$ cat config.mk
export PLATFORM = sky130hd
export DESIGN_NAME = tag_anticollision_sequence
export DESIGN_NICKNAME = d
export VERILOG_FILES = /design/src/tag_ac_pkg.sv /design/src/tag_random_gen.sv /design/src/tag_anticollision_sequence.sv
export VERILOG_INCLUDE_DIRS = /design/src /design/src/src
export SDC_FILE = /design/constraint.sdc
export NUM_CORES = 1
export LEC_CHECK = 0
export BUFFER_PORTS_ARGS = -buffer_cell sky130_fd_sc_hd__buf_4
export CORE_UTILIZATION = 38
export DETAILED_ROUTE_END_ITERATION = 16
export PLACE_DENSITY = 0.69
export SYNTH_ARGS = -nofsm -noshare
export SYNTH_HDL_FRONTEND = slang
export SYNTH_SLANG_ARGS = --single-unit
$ cat constraint.sdc
create_clock -name sys_clk -period 2.22 [get_ports sys_clk]
set_clock_uncertainty 0.1 [all_clocks]
set_input_delay 0.111 -clock sys_clk [delete_from_list [all_inputs] [get_ports sys_clk]]
set_output_delay 0.111 -clock sys_clk [all_outputs]
set_load 0.005 [all_outputs]
$ cat src/tag_ac_cfg.svh
// constants for the tag anticollision state logic
`ifndef TAG_AC_CFG_SVH
`define TAG_AC_CFG_SVH
`define AC_ID_W 8
`define AC_SLOT_W 4
`define AC_SLOT_LSB 0
`define AC_LFSR_SEED 16'hACE1
`define AC_LFSR_TAPS 16'hB400
`define AC_ID_RESET 8'h00
`endif

$ cat src/tag_ac_pkg.sv
// types for the tag anticollision state logic
package tag_ac_pkg;
  typedef enum logic [2:0] {
    ST_READY = 3'h0,
    ST_INVENTORY = 3'h1,
    ST_SELECTED = 3'h3,
    ST_DESELECTED = 3'h2,
    ST_DEACTIVATED = 3'h6
  } tag_state_e;
  typedef enum logic [2:0] {
    CMD_INITIATE = 3'h0,
    CMD_POLL = 3'h1,
    CMD_PROBE = 3'h2,
    CMD_SELECT = 3'h3,
    CMD_COMPLETION = 3'h4,
    CMD_RESET_INV = 3'h5
  } tag_cmd_e;
endpackage

$ cat src/tag_random_gen.sv
// free-running galois lfsr used as the tag's random source
`timescale 1ns/1ps
`include "tag_ac_cfg.svh"
module tag_random_gen #(
  parameter int WIDTH = 16
) (
  input wire logic sys_clk,
  input wire logic reset,
  output logic [WIDTH-1:0] rnd
);
  logic [WIDTH-1:0] lfsr_r;
  logic [WIDTH-1:0] lfsr_nxt;

  // the tap mask is laid out for a sixteen-bit register only
  generate
    if (WIDTH != 16) begin : g_bad_width
      $error("tag_random_gen: WIDTH must be 16");
    end
  endgenerate

  // runs every cycle so the value drawn depends on command arrival time
  always_comb begin
    lfsr_nxt = lfsr_r >> 1;
    if (lfsr_r[0]) begin
      lfsr_nxt = lfsr_nxt ^ `AC_LFSR_TAPS;
    end
  end

  always_ff @(posedge sys_clk) begin
    if (reset) begin
      lfsr_r <= `AC_LFSR_SEED;
    end else begin
      lfsr_r <= lfsr_nxt;
    end
  end

  assign rnd = lfsr_r;
endmodule

$ cat src/tag_anticollision_sequence.sv
// tag-side anticollision state machine and identifier answer logic
//
// Functional notes
// start-inventory moves ready tags into inventory
// poll and probe answered only in inventory
// tag in ready ignores poll and probe
// start-inventory draws new identifier and answers
// each poll draws fresh random slot value
// reader repeats start-inventory on silence
// reader selects single answer, else polls
// reader stores single slot-zero answer, selects
// reader probes slots one through fifteen
// reader keeps every decoded identifier
// reader accesses stored tags one by one
// reader restarts at poll after collisions
// reader may stop once all identified
// slot value is identifier low nibble
// probe answered only when slot matches
// selected tag ignores anticollision commands
// reader counts undecodable energy as collision
`timescale 1ns/1ps
`include "tag_ac_cfg.svh"
module tag_anticollision_sequence #(
  parameter int ID_W = `AC_ID_W,
  parameter int SLOT_W = `AC_SLOT_W
) (
  input wire logic sys_clk,
  input wire logic reset,
  input wire logic cmd_valid,
  input wire logic [2:0] cmd_code,
  input wire logic [3:0] probe_slot_number,
  input wire logic [7:0] cmd_select_id,
  output logic resp_valid,
  output logic [7:0] resp_id,
  output logic [7:0] session_identifier,
  output logic [2:0] tag_state,
  output logic tag_selected
);
  // ************************************************************
  // random source
  // ************************************************************
  logic [15:0] rnd;

  tag_random_gen #(.WIDTH(16)) u_rnd (
    .sys_clk(sys_clk),
    .reset(reset),
    .rnd(rnd)
  );

  // ************************************************************
  // parameter checks
  // ************************************************************
  // ports and the slot field are laid out for these sizes only
  generate
    if (ID_W != `AC_ID_W || SLOT_W != `AC_SLOT_W) begin : g_bad_size
      $error("tag_anticollision_sequence: unsupported ID_W or SLOT_W");
    end
  endgenerate

  // ************************************************************
  // state and identifier
  // ************************************************************
  tag_ac_pkg::tag_state_e state_r;
  tag_ac_pkg::tag_state_e state_nxt;
  logic [7:0] id_r;
  logic [7:0] id_nxt;
  logic resp_valid_r;
  logic resp_valid_nxt;
  logic [7:0] resp_id_r;
  logic [7:0] resp_id_nxt;
  logic id_seeded_r;
  logic id_seeded_nxt;
  logic [3:0] new_slot;

  assign new_slot = rnd[`AC_SLOT_LSB +: `AC_SLOT_W];

  // ************************************************************
  // command decode
  // ************************************************************
  // one strobe per command keeps the state case below readable
  logic do_initiate;
  logic do_poll;
  logic do_probe;
  logic do_select;
  logic do_completion;
  logic do_reset_inv;
  logic id_match;
  logic probe_hit;
  logic [SLOT_W-1:0] cur_slot;

  always_comb begin
    do_initiate = 1'b0;
    do_poll = 1'b0;
    do_probe = 1'b0;
    do_select = 1'b0;
    do_completion = 1'b0;
    do_reset_inv = 1'b0;
    if (cmd_valid) begin
      case (cmd_code)
        tag_ac_pkg::CMD_INITIATE: do_initiate = 1'b1;
        tag_ac_pkg::CMD_POLL: do_poll = 1'b1;
        tag_ac_pkg::CMD_PROBE: do_probe = 1'b1;
        tag_ac_pkg::CMD_SELECT: do_select = 1'b1;
        tag_ac_pkg::CMD_COMPLETION: do_completion = 1'b1;
        tag_ac_pkg::CMD_RESET_INV: do_reset_inv = 1'b1;
        default: begin
          // unused codes are dropped like a frame that failed decoding
        end
      endcase
    end
  end

  assign id_match = (cmd_select_id == id_r);
  assign cur_slot = id_r[`AC_SLOT_LSB +: SLOT_W];
  // slot zero belongs to the poll, so a zero probe is dropped
  assign probe_hit = (probe_slot_number != 4'h0) &&
    (probe_slot_number == cur_slot);

  // ************************************************************
  // next state
  // ************************************************************
  always_comb begin
    state_nxt = state_r;
    id_nxt = id_r;
    resp_valid_nxt = 1'b0;
    resp_id_nxt = resp_id_r;
    id_seeded_nxt = 1'b1;
    // identifier starts random on entering the field
    if (!id_seeded_r) begin
      id_nxt = rnd[15:8];
    end
    case (state_r)
      tag_ac_pkg::ST_READY: begin
        // poll and probe fall through unanswered here
        if (do_initiate) begin
          state_nxt = tag_ac_pkg::ST_INVENTORY;
          id_nxt = rnd[7:0];
          resp_valid_nxt = 1'b1;
          resp_id_nxt = rnd[7:0];
        end
      end
      tag_ac_pkg::ST_INVENTORY: begin
        if (do_initiate) begin
          id_nxt = rnd[7:0];
          resp_valid_nxt = 1'b1;
          resp_id_nxt = rnd[7:0];
        end else if (do_poll) begin
          // only the slot nibble is redrawn; the high nibble stays
          id_nxt = {id_r[7:4], new_slot};
          if (new_slot == 4'h0) begin
            resp_valid_nxt = 1'b1;
            resp_id_nxt = {id_r[7:4], new_slot};
          end
        end else if (do_probe) begin
          if (probe_hit) begin
            resp_valid_nxt = 1'b1;
            resp_id_nxt = id_r;
          end
        end else if (do_select && id_match) begin
          state_nxt = tag_ac_pkg::ST_SELECTED;
          resp_valid_nxt = 1'b1;
          resp_id_nxt = id_r;
        end
      end
      tag_ac_pkg::ST_SELECTED: begin
        // anticollision commands get no answer here
        if (do_select) begin
          // a repeated matching select answers again and stays put
          if (id_match) begin
            resp_valid_nxt = 1'b1;
            resp_id_nxt = id_r;
          end else begin
            state_nxt = tag_ac_pkg::ST_DESELECTED;
          end
        end else if (do_completion) begin
          state_nxt = tag_ac_pkg::ST_DEACTIVATED;
        end else if (do_reset_inv) begin
          // identifier is kept; the next poll redraws its slot
          state_nxt = tag_ac_pkg::ST_INVENTORY;
        end
      end
      tag_ac_pkg::ST_DESELECTED: begin
        if (do_select && id_match) begin
          state_nxt = tag_ac_pkg::ST_SELECTED;
          resp_valid_nxt = 1'b1;
          resp_id_nxt = id_r;
        end
      end
      default: begin
        // deactivated: only leaving the field (reset) frees it
        state_nxt = state_r;
      end
    endcase
  end

  // ************************************************************
  // registers
  // ************************************************************
  always_ff @(posedge sys_clk) begin
    if (reset) begin
      state_r <= tag_ac_pkg::ST_READY;
      id_r <= `AC_ID_RESET;
      resp_valid_r <= 1'b0;
      resp_id_r <= `AC_ID_RESET;
      id_seeded_r <= 1'b0;
    end else begin
      state_r <= state_nxt;
      id_r <= id_nxt;
      resp_valid_r <= resp_valid_nxt;
      resp_id_r <= resp_id_nxt;
      id_seeded_r <= id_seeded_nxt;
    end
  end

  // ************************************************************
  // outputs
  // ************************************************************
  // straight from flops so an answer stands for one whole cycle
  assign resp_valid = resp_valid_r;
  assign resp_id = resp_id_r;
  assign session_identifier = id_r;
  assign tag_state = state_r;
  assign tag_selected = (state_r == tag_ac_pkg::ST_SELECTED);
endmodule

==> impl_metrics.csv <==
group,metric,value,unit
outcome,run_status,"finished, final reports clean",
cts,clock-root-buffer,"clkbuf_8",
timing,rsz0062_at_grt,"false",
logic_synthesis,yosys.area.top_type,"dfxtp_1",
cts,cts_buffers,5,
worst_setup_path,critPathMaxStageDelay,410,ps
die,core_area,5170,um2
drt,num_vias,1986,
drt,drtIter0Drc,150,
timing,period_share,93.5,%
logic_synthesis,netlist_instances,242,
worst_setup_path,path_cells,"xnor2_1 -> nand4_1 -> buf_4 -> nor4_4 -> buf_4 -> mux2i_1 -> a221oi_1 -> a311oi_1",
logic_synthesis,ys_seq_area_share,35.9,%
logic_synthesis,yosysMostFrequentCell,"dfxtp_1",
placed_design,dpl_cell_area,2460,um2
drt,dr.pass1.iters,5,
min_path,hold_path.class,"primary input to flop",
logic_synthesis,synthMuxAreaShare,3.88,%
power,power.density,614,nW/um2
logic_synthesis,yosysUniqueCellTypes,54,
timing,maxSlewHeadroom,62.1,%
grt,grt_pass1_wl,8850,um
logic_synthesis,synth-simple-area-share,26.6,%
worst_setup_path,end_kind,"flop",
timing,tightest_slew,562,ps
timing,fmax,482,MHz
logic_synthesis,yosysTopAreaCellShare,35.9,%
logic_synthesis,syn_avg_cell_area,8.54,um2
placed_design,detailed_place_hpwl,4100,um
worst_setup_path,critPathKind,"flop to flop",
die,design.portCount,39,
flow_run,maxCapViolations,0,
logic_synthesis,synthXorXnorAreaFrac,5.94,%
grt,antenna_found_initial,0,
logic_synthesis,synth_top_family_by_area,"simple AND/OR/NAND/NOR gates",
power,p_leak,1.06,nW
logic_synthesis,async_reset_ff_share,0,%
cts,clk_latency,290,ps
worst_setup_path,slowest_stage,"dfxtp_2",
die,fp-row-count,26,
cts,clock-sinks,37,
drt,wl_per_cell,15.4,um
drt,ant_nets,0,
worst_setup_path,crit_arrival,2170,ps
worst_setup_path,worstPathRequired,2320,ps
placed_design,io_buffers,38,
die,start_util,39.9,%
die,die_y,75.7,um
grt,grt_overflow,0,
cts,cts_tree,"yes",
timing,hold_slack,37.5,ps
die,die-area,5740,um2
cts,cts_buffer_depth,2,
logic_synthesis,synth_edf_count,0,
logic_synthesis,syn-num-nets,260,
timing,setup_viol,0,
logic_synthesis,ys.flop_type,"dfxtp_1",
grt,grt_max_degree,34,
logic_synthesis,yosysWarnings,0,
cells_and_area,num-fill-cells,493,
logic_synthesis,ys_top_cells_by_area,"dfxtp_1 (36%), nor2_1 (6.0%), xnor2_1 (4.7%)",
worst_setup_path,start_kind,"flop",
cts,clk_pin_slew,80,ps
cells_and_area,final_util,50.3,%
timing,maxSlewViolCount,0,
cells_and_area,finalNetCount,311,
timing,period_minus_slack,2080,ps
cells_and_area,area_delta_synth_final,25.9,%
power,vdd_drop_max,0.443,mV
logic_synthesis,synth_adder_area_share,0,%
worst_setup_path,critPathTopFamily,"flip-flops",
drt,routed_wl,5620,um
timing,fin_tns_setup,0,ps
timing,hold_viol,0,
drt,vias_per_cell,5.46,
logic_synthesis,synth_seq_cells,37,
cells_and_area,fin_area,2600,um2
die,die_w,75.7,um
cells_and_area,drive_above_1_share,29.3,%
logic_synthesis,ys_top_cells_by_count,"dfxtp_1 (37), nor2_1 (33), nand2_1 (18), a21oi_1 (15), xnor2_1 (11)",
logic_synthesis,synth_compound_area_share,21.6,%
worst_setup_path,crit_top_cell,"buf_4",
cells_and_area,antenna_cells,0,
logic_synthesis,syn-cell-area,2070,um2
worst_setup_path,crit_buf_inv,2,
cts,cts_max_level,2,
placed_design,place_congestion,0.874,
drt,drc,0,
grt,first_global_vias,1807,
grt,grt_usage,20.7,%
worst_setup_path,path_max_fanout,5,
-- area by class of cell --
type / instances / area [um2] / share of cell area [%]
multi-input combinational: 186 / 1200 / 46.2
sequential: 37 / 743 / 28.6
timing repair buffer: 58 / 438 / 16.8
tap: 70 / 87.6 / 3.37
clock buffer: 6 / 72.6 / 2.79
clock inverter: 2 / 38.8 / 1.49
inverter: 5 / 18.8 / 0.722
-- stage by stage --
| step | setup slack [ps] | power, mW | instances |
|---|---|---|---|
| after global placement | 172 | 1.02 | 354 |
| after global routing | 24.1 | 1.67 | 364 |
| after detailed placement | 112 | 1.02 | 354 |
| after floorplan | 246 | 0.907 | 242 |
| final | 145 | 1.60 | 364 |
| after CTS | 56.1 | 1.60 | 363 |
-- per-layer routing --
metal,up-vias,routed length (um),GRT usage (%)
met5,-,0,0
met1,932,2530,27.9
li1,977,-,-
met3,7,368,3.17
met4,0,73,6.17
met2,70,2640,34.3
-- what timing repair did --
action / in CTS / in global routing
resized for setup: 0 / 3
buffers inserted: 0 / 1
hold endpoints to repair: 1 / 0
hold buffers: 1 / 0
endpoints found under the setup margin: 0 / 11
-- state kept, by name, summed over array words and instances, names as in the netlist --
signal,count
resp_valid,1
session_identifier,8
tag_state,3
resp_id,8
id_seeded_r,1
u_rnd.rnd,16
-- worst reg2reg max path, stage by stage, from the launching register on --
cell	delay (ps)
dfxtp_2	410
xnor2_1	160
nand4_1	120
buf_4	180
nor4_4	240
buf_4	200
mux2i_1	200
a221oi_1	70
a311oi_1	310
-- path summary, 6_finish.rpt --
check	startpoint	to	cells past startpoint	slack (ps)
max	session_identifier[0]	resp_id[4]	8	140
min	cmd_valid	tag_state[0]	3	40
max reg2reg	session_identifier[0]	resp_id[4]	8	140
min reg2reg	u_rnd.rnd[12]	u_rnd.rnd[11]	1	350
-- placed cells by master (no fill, tap or decap), types with 5 or more instances in the layout --
cell type	count
dfxtp_1	35
clkbuf_8	5
buf_4	57
nor2b_1	9
xnor2_1	11
or2_2	8
nor2_1	33
a21oi_1	15
nand2_1	18
nor3_1	9
a211oi_1	5
o21ai_0	7
mux2i_1	8
inv_1	5
-- power breakdown --
group | internal [mW] | total, mW | switching, mW | leakage (nW)
clock network | 0.337 | 0.583 | 0.246 | 0.0554
registers | 0.705 | 0.745 | 0.0399 | 0.306
logic | 0.134 | 0.270 | 0.136 | 0.702
-- cells by family after synthesis --
kind of cell,count (synthesis)
compound gates,63
xor+xnor,14
buf+inv,19
flops,37
mux,8
simple gates,101
(Power assumes the default switching activity.)
